[src/hw/touch_link_pkg.sv]
// constants, field layouts and carrier types for the touch key mode and status link
// assumes a single 250 MHz clock and a classic wishbone register bus
package touch_link_pkg;

  // ************************************************************
  // sizing and clock rates
  // ************************************************************
  // four-key variant: serial link plus level-hold or toggle outputs
  localparam int unsigned KEY_COUNT = 4;
  localparam int unsigned BIT_IDX_W = 2;
  localparam int unsigned CLK_HZ = 250_000_000;
  localparam int unsigned LINE_CLK_HZ = 13_000;
  localparam int unsigned HALF_LINE_CYC = CLK_HZ / (2 * LINE_CLK_HZ);
  localparam int unsigned MS_PER_S = 1000;
  localparam int unsigned MS_CYC = CLK_HZ / MS_PER_S;

  // ************************************************************
  // key timing, in milliseconds (one ms tick each)
  // ************************************************************
  localparam logic [15:0] RESP_NORMAL_MS = 16'h0064;  // 100 ms
  localparam logic [15:0] RESP_STANDBY_MS = 16'h0190; // 400 ms
  localparam logic [15:0] HOLD_MS = 16'h9c40;         // 40 s
  localparam logic [15:0] CAL_NORMAL_MS = 16'h09c4;   // 2.5 s
  localparam logic [15:0] CAL_STANDBY_MS = 16'h2710;  // 10 s
  localparam logic [15:0] NORMAL_ON_MS = 16'h4e20;    // 20 s

  // ************************************************************
  // link timing, in line clock periods and half periods
  // ************************************************************
  localparam int unsigned LINE_PERIOD_US = 76;
  localparam int unsigned REQ_WIN_US = 152;
  localparam int unsigned REQ_WIN_TSCD = REQ_WIN_US / LINE_PERIOD_US;
  localparam int unsigned SYNC_LO_TSCD = 2;
  localparam int unsigned SYNC_HI_TSCD = 2;
  localparam int unsigned BIT_TSCD = 4;
  localparam int unsigned CMD_LOW_TSCD = 8;
  localparam int unsigned CMD_WIN_TSCD = 4;
  localparam logic [4:0] REQ_WIN_HT = 5'(2 * REQ_WIN_TSCD);
  localparam logic [4:0] SYNC_LO_HT = 5'(2 * SYNC_LO_TSCD);
  localparam logic [4:0] SYNC_HI_HT = 5'(2 * SYNC_HI_TSCD);
  localparam logic [4:0] BIT_HT = 5'(2 * BIT_TSCD);
  localparam logic [4:0] CMD_LOW_HT = 5'(2 * CMD_LOW_TSCD);
  localparam logic [4:0] CMD_WIN_HT = 5'(2 * CMD_WIN_TSCD);
  localparam logic [4:0] REQ_EDGES = 5'h03;
  localparam logic [4:0] EDGE_MAX = 5'h1f;

  // command pulse count thresholds
  localparam logic [4:0] CMD_ONE_MIN = 5'h03;
  localparam logic [4:0] CMD_TEST_MIN = 5'h07;
  localparam logic [4:0] CMD_ANY_MIN = 5'h0b;
  localparam logic [4:0] CMD_ANY_MAX = 5'h0e;
  localparam logic [4:0] CMD_ALWAYS_MIN = 5'h10;

  // ************************************************************
  // register map and fields
  // ************************************************************
  localparam logic [7:0] REG_CTRL = 8'h00;
  localparam logic [7:0] REG_STATUS = 8'h04;
  localparam logic [7:0] REG_CMD = 8'h08;
  localparam int unsigned CTRL_LINK_EN_BIT = 0;
  localparam int unsigned CTRL_RECAL_BIT = 1;
  localparam logic CTRL_LINK_EN_RST = 1'b1;
  localparam int unsigned ST_KEY_POS = 0;
  localparam int unsigned ST_OUT_POS = 4;
  localparam int unsigned ST_NORMAL_BIT = 8;
  localparam int unsigned ST_CFG_POS = 9;
  localparam int unsigned ST_TOGGLE_BIT = 11;
  localparam int unsigned ST_PIN_ANY_BIT = 12;
  localparam int unsigned ST_LINK_POS = 13;
  localparam logic [1:0] STRAP_WAIT = 2'h3;

  // ************************************************************
  // types
  // ************************************************************
  typedef enum logic [3:0] {
    L_IDLE = 4'h0, L_REQ = 4'h1, L_SYNC_LO = 4'h3, L_SYNC_HI = 4'h2,
    L_DATA = 4'h6, L_NOTIFY = 4'h4, L_TAIL = 4'h5,
    L_CMD_LOW = 4'h8, L_CMD_WIN = 4'h9, L_CMD_END = 4'hb
  } link_state_t;

  typedef enum logic [1:0] {
    CFG_PIN = 2'h0, CFG_ONE = 2'h1, CFG_ANY = 2'h3, CFG_ALWAYS = 2'h2
  } wake_cfg_t;

  typedef struct packed {
    logic cyc;
    logic stb;
    logic we;
    logic [7:0] adr;
    logic [3:0] sel;
    logic [31:0] dat;
  } wb_req_t;

  typedef struct packed {
    logic ack;
    logic [31:0] dat;
  } wb_rsp_t;

endpackage : touch_link_pkg

[src/hw/sync_bits.sv]
// two flip-flop synchroniser for a group of asynchronous inputs
// assumes each bit is a slow level; no bus coherency across bits
`timescale 1ns/1ps
`default_nettype none
module sync_bits #(
  parameter int unsigned W = 1,
  parameter logic [W-1:0] RST_VAL = '0
) (
  input wire logic clk_i,
  input wire logic rst_i,
  input wire logic [W-1:0] d_i,
  output logic [W-1:0] q_o
);
  typedef struct packed {
    logic [W-1:0] s1;
    logic [W-1:0] s2;
  } sync_state_t;

  sync_state_t st_r;
  sync_state_t st_nxt;

  always_comb begin
    st_nxt.s1 = d_i;
    st_nxt.s2 = st_r.s1;
  end

  always_ff @(posedge clk_i) begin
    if (rst_i) begin
      st_r <= {RST_VAL, RST_VAL};
    end else begin
      st_r <= st_nxt;
    end
  end

  assign q_o = st_r.s2;
endmodule : sync_bits
`default_nettype wire

[src/hw/pulse_div.sv]
// clock divider giving a one-cycle enable every DIV cycles
// assumes DIV >= 2; clr_i restarts the period so events align to it
`timescale 1ns/1ps
`default_nettype none
module pulse_div #(
  parameter int unsigned DIV = 2
) (
  input wire logic clk_i,
  input wire logic rst_i,
  input wire logic clr_i,
  output logic tick_o
);
  localparam int unsigned CW = $clog2(DIV);

  typedef struct packed {
    logic [CW-1:0] cnt;
    logic tick;
  } div_state_t;

  div_state_t st_r;
  div_state_t st_nxt;

  always_comb begin
    st_nxt = st_r;
    st_nxt.tick = 1'b0;
    if (clr_i) begin
      st_nxt.cnt = '0;
    end else if (st_r.cnt == CW'(DIV - 1)) begin
      st_nxt.cnt = '0;
      st_nxt.tick = 1'b1;
    end else begin
      st_nxt.cnt = st_r.cnt + CW'(1);
    end
  end

  always_ff @(posedge clk_i) begin
    if (rst_i) begin
      st_r <= '0;
    end else begin
      st_r <= st_nxt;
    end
  end

  assign tick_o = st_r.tick;
endmodule : pulse_div
`default_nettype wire

[src/hw/touch_key_link.sv]
// touch key mode control, key output stage and single-wire host link
// assumes key_det_i comes from a sensing front end, pins and line are async
//
// Local design decisions: the placing of the registers and the Wishbone interface to the registers.
`timescale 1ns/1ps
`default_nettype none

module touch_key_link #(
  parameter int unsigned HALF_LINE_DIV = touch_link_pkg::HALF_LINE_CYC,
  parameter int unsigned MS_DIV = touch_link_pkg::MS_CYC
) (
  input wire logic clk_i,
  input wire logic rst_i,
  input wire touch_link_pkg::wb_req_t wb_req_i,
  output var touch_link_pkg::wb_rsp_t wb_rsp_o,
  input wire logic [touch_link_pkg::KEY_COUNT-1:0] key_det_i,
  input wire logic wake_select_pin_i,
  input wire logic output_type_pin_i,
  input wire logic shared_line_i,
  output logic shared_line_o,
  output logic shared_line_oe_o,
  output logic [touch_link_pkg::KEY_COUNT-1:0] key_out_o,
  output logic [touch_link_pkg::KEY_COUNT-1:0] cal_req_o,
  output logic normal_mode_o,
  output logic suspended_o
);
  import touch_link_pkg::*;

  // ************************************************************
  // state
  // ************************************************************
  typedef struct packed {
    logic [1:0] strap_cnt;
    logic strapped;
    logic pin_any;
    logic pin_toggle;
    wake_cfg_t cfg;
    logic normal;
    logic [KEY_COUNT-1:0] raw_prev;
    logic [KEY_COUNT-1:0] key_db;
    logic [KEY_COUNT-1:0] key_out;
    logic [KEY_COUNT-1:0] key_block;
    logic [KEY_COUNT-1:0] cal;
    logic [15:0] deb_cnt;
    logic [15:0] hold_cnt;
    logic [15:0] idle_cnt;
    logic [15:0] cal_cnt;
    link_state_t lst;
    logic [4:0] ht_cnt;
    logic [4:0] edge_cnt;
    logic [4:0] last_cmd;
    logic line_prev;
    logic [BIT_IDX_W-1:0] bit_idx;
    logic [KEY_COUNT-1:0] shift;
    logic drv;
    logic drv_val;
    logic notify_pend;
    logic link_en;
    logic ack;
    logic [31:0] dat;
  } state_t;

  localparam logic [KEY_COUNT-1:0] FIRST_KEY = KEY_COUNT'(1);
  localparam logic [BIT_IDX_W-1:0] LAST_BIT = BIT_IDX_W'(KEY_COUNT - 1);

  state_t r;
  state_t n;
  logic [KEY_COUNT+2:0] sync_q;
  logic [KEY_COUNT-1:0] key_s;
  logic line_s;
  logic wake_s;
  logic type_s;
  logic ht_tick;
  logic ht_clr;
  logic ms_tick;
  logic always_n;
  logic any_wake;
  logic suspend;
  logic [KEY_COUNT-1:0] raw_m;
  logic [15:0] resp_ms;
  logic [15:0] cal_ms;

  // ************************************************************
  // pin synchronisers and rate enables
  // ************************************************************
  sync_bits #(
    .W(KEY_COUNT + 3),
    .RST_VAL({3'h7, {KEY_COUNT{1'b0}}})
  ) u_sync (
    .clk_i(clk_i),
    .rst_i(rst_i),
    .d_i({shared_line_i, wake_select_pin_i, output_type_pin_i, key_det_i}),
    .q_o(sync_q)
  );

  assign key_s = sync_q[KEY_COUNT-1:0];
  assign type_s = sync_q[KEY_COUNT];
  assign wake_s = sync_q[KEY_COUNT+1];
  assign line_s = sync_q[KEY_COUNT+2];

  // half line clock enable, restarted so link frames align to it
  pulse_div #(.DIV(HALF_LINE_DIV)) u_half_line (
    .clk_i(clk_i),
    .rst_i(rst_i),
    .clr_i(ht_clr),
    .tick_o(ht_tick)
  );

  pulse_div #(.DIV(MS_DIV)) u_ms (
    .clk_i(clk_i),
    .rst_i(rst_i),
    .clr_i(1'b0),
    .tick_o(ms_tick)
  );

  // ************************************************************
  // mode helpers
  // ************************************************************
  function automatic wake_cfg_t cmd_decode(input logic [4:0] cnt, input wake_cfg_t cur);
    if (cnt < CMD_ONE_MIN) begin
      cmd_decode = CFG_PIN;
    end else if (cnt < CMD_TEST_MIN) begin
      cmd_decode = CFG_ONE;
    end else if (cnt < CMD_ANY_MIN) begin
      cmd_decode = cur;
    end else if (cnt <= CMD_ANY_MAX) begin
      cmd_decode = CFG_ANY;
    end else if (cnt >= CMD_ALWAYS_MIN) begin
      cmd_decode = CFG_ALWAYS;
    end else begin
      cmd_decode = cur;
    end
  endfunction : cmd_decode

  assign always_n = (r.cfg == CFG_ALWAYS);
  assign any_wake = (r.cfg == CFG_ANY) || ((r.cfg == CFG_PIN) && r.pin_any);
  assign suspend = (r.lst == L_CMD_LOW) || (r.lst == L_CMD_WIN) || (r.lst == L_CMD_END);
  // in one-key standby only the first key can wake the device
  assign raw_m = (r.normal || any_wake) ? key_s : (key_s & FIRST_KEY);
  assign resp_ms = r.normal ? RESP_NORMAL_MS : RESP_STANDBY_MS;
  assign cal_ms = r.normal ? CAL_NORMAL_MS : CAL_STANDBY_MS;

  // ************************************************************
  // next state
  // ************************************************************
  always_comb begin
    logic rise;
    logic [KEY_COUNT-1:0] det;
    logic [31:0] rd;
    wake_cfg_t newcfg;
    rise = line_s & ~r.line_prev;
    det = '0;
    rd = '0;
    newcfg = r.cfg;
    n = r;
    n.cal = '0;
    n.line_prev = line_s;
    ht_clr = 1'b0;

    // power-on strap capture, a few cycles after reset release
    if (!r.strapped) begin
      n.strap_cnt = r.strap_cnt + 2'h1;
      if (r.strap_cnt == STRAP_WAIT) begin
        n.strapped = 1'b1;
        n.pin_any = ~wake_s;
        n.pin_toggle = ~type_s;
        n.cal = '1;
      end
    end

    // single-wire link
    if (!r.link_en) begin
      n.lst = L_IDLE;
      n.drv = 1'b0;
      n.ht_cnt = '0;
    end else begin
      unique case (r.lst)
        L_IDLE: begin
          n.drv = 1'b0;
          if (rise) begin
            n.lst = L_REQ;
            n.edge_cnt = 5'h01;
            n.ht_cnt = '0;
            ht_clr = 1'b1;
          end else if (!line_s) begin
            if (ht_tick) begin
              if (r.ht_cnt == CMD_LOW_HT) begin
                n.lst = L_CMD_LOW;
              end else begin
                n.ht_cnt = r.ht_cnt + 5'h01;
              end
            end
          end else begin
            n.ht_cnt = '0;
            if (r.notify_pend) begin
              n.lst = L_NOTIFY;
              n.drv = 1'b1;
              n.drv_val = 1'b0;
              n.notify_pend = 1'b0;
              ht_clr = 1'b1;
            end
          end
        end
        L_NOTIFY: begin
          if (ht_tick) begin
            n.lst = L_TAIL;
            n.drv_val = 1'b1;
          end
        end
        // drive high briefly so our own release is not taken as a host edge
        L_TAIL: begin
          if (ht_tick) begin
            n.lst = L_IDLE;
            n.drv = 1'b0;
            n.ht_cnt = '0;
          end
        end
        L_REQ: begin
          if (rise && (r.edge_cnt != EDGE_MAX)) begin
            n.edge_cnt = r.edge_cnt + 5'h01;
          end
          if (ht_tick) begin
            if (r.ht_cnt == REQ_WIN_HT - 5'h01) begin
              n.ht_cnt = '0;
              if (r.edge_cnt >= REQ_EDGES) begin
                n.lst = L_SYNC_LO;
                n.drv = 1'b1;
                n.drv_val = 1'b0;
                n.shift = ~r.key_db;
                n.bit_idx = '0;
              end else begin
                n.lst = L_IDLE;
              end
            end else begin
              n.ht_cnt = r.ht_cnt + 5'h01;
            end
          end
        end
        L_SYNC_LO: begin
          if (ht_tick) begin
            if (r.ht_cnt == SYNC_LO_HT - 5'h01) begin
              n.lst = L_SYNC_HI;
              n.drv_val = 1'b1;
              n.ht_cnt = '0;
            end else begin
              n.ht_cnt = r.ht_cnt + 5'h01;
            end
          end
        end
        L_SYNC_HI: begin
          if (ht_tick) begin
            if (r.ht_cnt == SYNC_HI_HT - 5'h01) begin
              n.lst = L_DATA;
              n.drv_val = r.shift[0];
              n.ht_cnt = '0;
            end else begin
              n.ht_cnt = r.ht_cnt + 5'h01;
            end
          end
        end
        L_DATA: begin
          if (ht_tick) begin
            if (r.ht_cnt == BIT_HT - 5'h01) begin
              n.ht_cnt = '0;
              if (r.bit_idx == LAST_BIT) begin
                n.lst = L_TAIL;
                n.drv_val = 1'b1;
              end else begin
                n.bit_idx = r.bit_idx + BIT_IDX_W'(1);
                n.shift = r.shift >> 1;
                n.drv_val = r.shift[1];
              end
            end else begin
              n.ht_cnt = r.ht_cnt + 5'h01;
            end
          end
        end
        L_CMD_LOW: begin
          if (rise) begin
            n.lst = L_CMD_WIN;
            n.ht_cnt = '0;
            n.edge_cnt = '0;
            ht_clr = 1'b1;
          end
        end
        L_CMD_WIN: begin
          if (rise && (r.edge_cnt != EDGE_MAX)) begin
            n.edge_cnt = r.edge_cnt + 5'h01;
          end
          if (ht_tick) begin
            if (r.ht_cnt == CMD_WIN_HT - 5'h01) begin
              n.lst = L_CMD_END;
            end else begin
              n.ht_cnt = r.ht_cnt + 5'h01;
            end
          end
        end
        L_CMD_END: begin
          if (line_s) begin
            newcfg = cmd_decode(r.edge_cnt, r.cfg);
            n.cfg = newcfg;
            n.last_cmd = r.edge_cnt;
            n.lst = L_IDLE;
            n.ht_cnt = '0;
            if (newcfg == CFG_ALWAYS) begin
              n.normal = 1'b1;
            end
          end
        end
        default: begin
          n.lst = L_IDLE;
          n.drv = 1'b0;
        end
      endcase
    end

    // key processing, frozen while a command is being taken
    if (r.strapped && !suspend) begin
      if (ms_tick) begin
        n.idle_cnt = r.idle_cnt + 16'h0001;
        n.cal_cnt = r.cal_cnt + 16'h0001;
        if (r.normal && !always_n && (r.idle_cnt >= NORMAL_ON_MS - 16'h0001)) begin
          n.normal = 1'b0;
          n.idle_cnt = '0;
        end
        if (r.cal_cnt >= cal_ms - 16'h0001) begin
          n.cal = ~r.key_db;
          n.cal_cnt = '0;
        end
        if (|(r.key_db & ~r.key_block)) begin
          n.hold_cnt = r.hold_cnt + 16'h0001;
          if (r.hold_cnt >= HOLD_MS - 16'h0001) begin
            n.key_block = r.key_db;
            n.key_out = '0;
            n.normal = always_n;
            n.cal = '1;
            n.hold_cnt = '0;
            n.idle_cnt = '0;
            n.cal_cnt = '0;
          end
        end else begin
          n.hold_cnt = '0;
        end
      end
      if (raw_m != r.raw_prev) begin
        n.raw_prev = raw_m;
        n.deb_cnt = '0;
      end else if (ms_tick) begin
        if (r.deb_cnt < resp_ms - 16'h0001) begin
          n.deb_cnt = r.deb_cnt + 16'h0001;
        end else if (r.raw_prev != r.key_db) begin
          det = r.raw_prev & ~r.key_db & ~r.key_block;
          n.key_db = r.raw_prev;
          n.key_block = r.key_block & r.raw_prev;
          if (r.pin_toggle) begin
            n.key_out = r.key_out ^ det;
          end else begin
            n.key_out = r.raw_prev & ~n.key_block;
          end
          if (|det) begin
            n.normal = 1'b1;
            n.idle_cnt = '0;
            n.cal_cnt = '0;
            n.hold_cnt = '0;
          end
        end
      end
    end
    // a change in the same cycle as the pulse start is kept pending
    if (n.key_db != r.key_db) begin
      n.notify_pend = 1'b1;
    end

    // wishbone slave, one wait state, unmapped reads return zero
    rd[ST_KEY_POS +: KEY_COUNT] = r.key_db;
    rd[ST_OUT_POS +: KEY_COUNT] = r.key_out;
    rd[ST_NORMAL_BIT] = r.normal;
    rd[ST_CFG_POS +: 2] = r.cfg;
    rd[ST_TOGGLE_BIT] = r.pin_toggle;
    rd[ST_PIN_ANY_BIT] = r.pin_any;
    rd[ST_LINK_POS +: 4] = r.lst;
    n.ack = wb_req_i.cyc & wb_req_i.stb & ~r.ack;
    if (n.ack) begin
      n.dat = '0;
      unique case (wb_req_i.adr)
        REG_CTRL: begin
          n.dat[CTRL_LINK_EN_BIT] = r.link_en;
          if (wb_req_i.we && wb_req_i.sel[0]) begin
            n.link_en = wb_req_i.dat[CTRL_LINK_EN_BIT];
            if (wb_req_i.dat[CTRL_RECAL_BIT]) begin
              n.cal = '1;
            end
          end
        end
        REG_STATUS: n.dat = rd;
        REG_CMD: n.dat[4:0] = r.last_cmd;
        default: n.dat = '0;
      endcase
    end
  end

  // ************************************************************
  // registers and outputs
  // ************************************************************
  always_ff @(posedge clk_i) begin
    if (rst_i) begin
      r <= '0;
      r.line_prev <= 1'b1;  // line idles high; a zero here reads as a host edge
      r.lst <= L_IDLE;
      r.cfg <= CFG_PIN;
      r.link_en <= CTRL_LINK_EN_RST;
    end else begin
      r <= n;
    end
  end

  assign shared_line_o = r.drv_val;
  assign shared_line_oe_o = r.drv;
  assign key_out_o = r.key_out;
  assign cal_req_o = r.cal;
  assign normal_mode_o = r.normal;
  assign suspended_o = suspend;
  assign wb_rsp_o.ack = r.ack;
  assign wb_rsp_o.dat = r.dat;
endmodule : touch_key_link
`default_nettype wire

[config.mk]
export PLATFORM = sky130hd
export DESIGN_NAME = touch_key_link
export DESIGN_NICKNAME = d
export VERILOG_FILES = /design/src/hw/touch_link_pkg.sv /design/src/hw/sync_bits.sv /design/src/hw/pulse_div.sv /design/src/hw/touch_key_link.sv
export SDC_FILE = /design/constraint.sdc
export NUM_CORES = 1
export LEC_CHECK = 0
export BUFFER_PORTS_ARGS = -buffer_cell sky130_fd_sc_hd__buf_4
export CELL_PAD_IN_SITES_DETAIL_PLACEMENT = 1
export CELL_PAD_IN_SITES_GLOBAL_PLACEMENT = 1
export CORE_UTILIZATION = 48
export CTS_CLUSTER_DIAMETER = 200
export DETAILED_ROUTE_END_ITERATION = 8
export HOLD_SLACK_MARGIN = 0.03
export PLACE_DENSITY = 0.84
export SETUP_SLACK_MARGIN = 0.1
export SLEW_MARGIN = 20
export SYNTH_ARGS = -nofsm -noshare
export SYNTH_HDL_FRONTEND = slang
export SYNTH_SLANG_ARGS = --single-unit
[constraint.sdc]
create_clock -name clk_i -period 4.7 [get_ports clk_i]
set_clock_uncertainty 0.1 [all_clocks]
set_input_delay 1.175 -clock clk_i [delete_from_list [all_inputs] [get_ports clk_i]]
set_output_delay 1.175 -clock clk_i [all_outputs]
set_load 0.05 [all_outputs]
---- After elaboration in Yosys (flattened, before gate mapping) ----
Cells that the tools add are included.
Widths: inputs -> output; s select.
operators by class
  $add $sub $neg .......................... 12
  magnitude comparators ................... 10
  equal/unequal tests ..................... 53
  mux-type cells .......................... 125
  bitwise gates (word level) .............. 19
  reductions and logical operators ........ 44
operator list
  operator               number
  $mux 48                6
  $mux 16                9
  $mux 9                 11
  $mux 12                8
  $mux 85                1
  $mux 4                 19
  $add 16x1->16 const B  4
  $mux 64                1
  $pmux 5 s9             1
  $pmux 4 s10            1
  $mux 1                 32
  $mux 32                1
  $mux 5                 6
  $mux 14                2
  $ne 2x1->1 const B     13
  $mux 8                 3
  $ne 2x2->1 const B     11
  $and 4x4->4            5
  $add 18x1->18 const B  1
  $eq 18x18->1 const B   1
  $mux 2                 9
  $mux 6                 3
  $reduce_and 18->1      1
  $ge 16x15->1 const B   1
  63 further kinds       113
word-level totals
  register bits ........................... 203
  word-level logic and storage cells ...... 297

---- Logic depth before layout (Yosys ltp) ----
  depth after elaboration ................. 28
  gate-level depth with buffers ........... 9
  mapped depth without buffers ............ 9

---- Cells and area by module ----
From an unflattened synthesis, not the netlist that was laid out.
second synthesis, totals
  cell total of the unflattened synthesis .. 1246
  area, all modules ....................... 10287.4 sq um
by module, submodules not included
  module                    times used  cells an instance  area each (sq um)  seq. area each (sq um)
  touch_key_link            1           1047               8345.5             2802.7
  pulse_div at u_ms         1           95                 883.3              380.4
  pulse_div at u_half_line  1           75                 674.4              300.3
  sync_bits                 1           29                 384.1              280.3

---- Least setup slack after synthesis ----
Ideal clock, no wire load.
  path kind ............................... flip-flop to flip-flop
  start ................................... register r, in the netlist normal_mode_o
  end ..................................... register r[118] (netlist name)
  setup time .............................. 0.074 ns
  arrival time ............................ 2.943 ns
  slack ................................... 1.583 ns
  stages on the path, launching flop included .. 9
  buffers on the path ..................... 1
  clock period less this slack ............ 3.117 ns
  cells stage by stage .................... dfxtp_1 -> inv_1 -> ha_1 -> a211oi_1 -> o211ai_1 -> a211o_1 -> clkbuf_1 -> or4_1 -> a31oi_1
on the way
  word-level cells in the longest chain between the ends .. 5
RTL lines
  what                                               line                                          source
  start, declared                                    touch_key_link.sv:66                          state_t r;
  start signal, assigned                             touch_key_link.sv:413                         r <= n;
  $mux 9 / $logic_or 1x1->1 (equally long branches)  touch_key_link.sv:140, touch_key_link.sv:139
  $sub 9x1->10 / $mux 4 (equally long branches)      touch_key_link.sv:349, touch_key_link.sv:139
  $lt 16x16->1 / $ne 4x4->1 (equally long branches)  touch_key_link.sv:349, touch_key_link.sv:345
  $reduce_bool 2->1 (no line)                        n/a
  $reduce_and 3->1 (no line)                         n/a
Several ways; a longest one is shown, not always the timed one.
A chain may end at the register's enable or synchronous reset.

---- Final worst setup path ----
  start ................................... register r[62] (netlist name)
  end ..................................... output suspended_o
on the way
  word-level cells in the longest chain between the ends .. 3
RTL lines
  what                  line                   source
  $eq 4x4->1            touch_key_link.sv:137  assign suspend = (r.lst == L_CMD_LOW) || (r.lst == L_CMD_WIN) || (r.lst == L_CMD_END);
  $logic_or 1x1->1      touch_key_link.sv:137
  $logic_or 1x1->1 (*)  touch_key_link.sv:137
  end, declared         touch_key_link.sv:25   output logic suspended_o
Every way passes the cells marked *; elsewhere a longest branch is shown, timed or not.

==> results.md <==
- Outcome: complete, no violations
- Mapped cell area: about 0.010 mm2
- Root Buffer: clkbuf_16
- Final period util: 68.1%
- Post-synthesis cell type count: 90
- Crit-path most repeated cell: buf_4
- Crit path DAT: 1.93 ns
- Post-Syn Instances: 1,239
- Synth warn: 0
- Kind of critical path: reg -> out
- Hold/Removal Path Class: reg -> reg
- GPL Wtd Cong: between 0.8 and 0.9
- 1st-pass router iterations: 5
- Starting DRC count in detailed routing: 480
- Ys flop type: dfxtp_1
- CTS H-tree depth: 4
- Die area: 0.0217 mm2
- Cts repair resizes: 0
- CTS tree: done
- Endpoints failing hold: 0
- Clock sinks: 188
- R2R cell count: 9
- Worst path slowest cell: nor2_1
- Switch share: 28.6%
- Mean Syn Cell Area: 8.19 um2
- Endpoints failing setup: 0
- Number of synthesized register bits: around 190
- Clk_lat worst skew: around 0.44 ns
- Hold buffers post-CTS: 0
- Slew of the pin with the lowest slew margin: ~0.96 ns
- EDFF count, synth: 0
- Core Box Area: 0.0205 mm2
- Largest net degree at the start of global routing: 58
- Tmin final: 3.20 ns
- Worst-path clk slew: 0.07 ns
- Register area share after synthesis: a little under two fifths
- Max-Cap Viols: 0
- Setup TNS: 0 ns
- Die Wd: 147 um
- HPWL Detailed: 19,000 um
- P_leak: 4.10 nW
- Power Density: 338 mW/mm2
- First-pass GRT wire length: 47,500 um
- DR DRC count: 0
- Share of layout cells above drive strength 1: 11.4%
- Global route overflow: 0
- Register-to-Register Setup Slack: 1.64 ns
- Crit path capture type: primary output
- Comb power frac: 14.1%
- Final ANT Viol Nets: 0
- Ant diodes: 0
- Max stage delay on crit path: roughly 0.35 ns
- Final net count: 1,314
- Initial core utilization: 49.5%
- Fillcell total: about 2,500
- Crit-path max FO: 25
- Setup Buffers After CTS: 0
- Int Pwr: 2.66 mW
- Peak VDD IR: between 150 and 200 uV
- F_max: 312 MHz
- DR vias/cell: 6.14
- RSZ-0062 raised after global routing: false
- Total track usage: 26.6%
- Post-Route Utilization: 53.9%
- Routed WL per cell: between 15 and 20 um
- Via Count: 9,262
- Max Transition Viols Final: 0
- Sequential share of power: 45.3%
- Syn-to-layout area delta: 8.76%
- CP cell instances: buf_4 > nand2b_1 > nor2_1 > buf_4
- CTS Buffer Depth: 2
- Antenna violations before repair: 0
- Startpoint types: flop
- Cts bufs inserted: 17
- Rel. slew slack: 36.1%
- Row count: 52
- Vias in the first global route: 9,469
- Worst Hold Depth: 1
- Routed WL: roughly 28,000 um
- Critical path required time: 3.42 ns
- Port bufs: between 50 and 60
- Die height: 147 um
- Async set-reset flop share out of synthesis: 0%
- NetSw: 1.07 mW
- Number of I/O pins: 101
- Clock power frac: about two fifths
## final cells by class
| cell class | instances | area [um2] | area share (%) |
|---|---|---|---|
| clock buffers | 20 | 467 | 4.23 |
| clock inverters | 12 | 150 | 1.36 |
| inverters | 29 | 109 | 0.986 |
| multi-input cells | 923 | 5710 | 51.7 |
| flip-flops and latches | 188 | 3760 | 34.1 |
| well taps | 270 | 338 | 3.06 |
| repair buffers | 67 | 503 | 4.56 |
## flip-flops by register name (all words and copies together), names as in the netlist, 4 cells and up
signal            cells
r                   111
u_ms.st_r            18
wb_rsp_o             18
u_half_line.st_r     14
u_sync.q_o            7
u_sync.st_nxt         7
cal_req_o             4
key_out_o             4
## worst paths after layout
| check | from | to |
|---|---|---|
| setup / recovery | r[62] | suspended_o |
| hold / removal | u_sync.q_o[4] | r[150] |
| setup reg to reg | r[60] | r[110] |
| hold reg to reg | u_sync.q_o[4] | r[150] |
## power groups by stage
stage | clock [mW] | sequential, mW | combinational (mW)
floorplan | 0 | 1.72 | 0.406
global placement | 0 | 1.72 | 0.501
finish | 1.51 | 1.69 | 0.527
global route | 1.60 | 1.70 | 0.576
CTS | 1.54 | 1.69 | 0.524
detailed placement | 0 | 1.73 | 0.516
## metal layers
layer | up-vias | routed length, um | GRT usage (%) | share of wire [%]
met1 | 4572 | 12700 | 33.9 | 45
met5 | - | 0 | 0 | 0
met3 | 52 | 1100 | 3.49 | 3.9
met2 | 234 | 13900 | 45.9 | 49
li1 | 4404 | - | - | -
met4 | 0 | 631 | 9.79 | 2.2
## cell families (layout without fill, tap and decap cells)
group,Yosys count,after routing,synth area share [%]
and+or+nand+nor,538,538,27.6
AOI/OAI and AO/OA,277,277,18.7
DFF,188,188,37.1
buffers and inverters,142,128,7.19
xor gates and xnor gates,42,42,3.62
adders and majority gates,32,32,3.94
muxes,19,19,1.89
other,1,15,0.0369
## worst max-delay path: cells and delay by family, from the launching register on
family | cells | cell delay [ns]
buf+inv | 2 | 0.52
flops | 1 | 0.31
simple gates | 2 | 0.65
## through the flow
| stage | power, mW | hold slack (ns) | instances | area (um2) | worst slack, ns |
|---|---|---|---|---|---|
| 6_report | 3.73 | 0.319 | 1509 | 11000 | 1.50 |
| 5_1_grt | 3.88 | 0.325 | 1509 | 11000 | 1.36 |
| 4_1_cts | 3.75 | 0.320 | 1509 | 11000 | 1.51 |
| 3_5_place_dp | 2.24 | 0.308 | 1477 | 10400 | 1.61 |
| 3_3_place_gp | 2.23 | 0.293 | 1477 | 10400 | 1.75 |
| 2_1_floorplan | 2.13 | 0.289 | 1253 | 10200 | 1.58 |
## cell usage after synthesis, types with 24 or more instances
library cell  number  area (um2)
a21oi_1           65         325
a31oi_1           27         169
and3_1            27         169
buf_4             42         315
clkbuf_1          45         169
dfxtp_1          188        3760
ha_1              32         400
inv_1             28         105
nand2_1          111         417
nand2b_1          24         150
nand3_1           48         240
nand4_1           42         263
nor2_1           137         514
nor3_1            30         150
o21ai_0           36         180
xor2_1            27         236
## layout by cell type, fill, tap and decap left out, drive strengths merged, types with 10 or more instances in the layout
cell / netlist / routed
nor2: 138 / 138
inv: 28 / 33
nand2: 111 / 111
nor3: 32 / 32
and3: 27 / 27
nand2b: 24 / 24
nor2b: 22 / 22
a31oi: 27 / 27
a22oi: 22 / 22
nand4: 44 / 44
nand3: 49 / 49
nor4: 18 / 18
a211oi: 10 / 10
ha: 32 / 32
conb: 1 / 15
buf: 65 / 67
and2: 12 / 12
o211ai: 12 / 12
o21ai: 39 / 39
xor2: 27 / 27
dfxtp: 188 / 188
a21oi: 66 / 66
o31ai: 11 / 11
xnor2: 15 / 15
mux2i: 18 / 18
or2: 17 / 17
o32ai: 11 / 11
clkbuf: 48 / 20
Power figures use the tool's default switching activity.
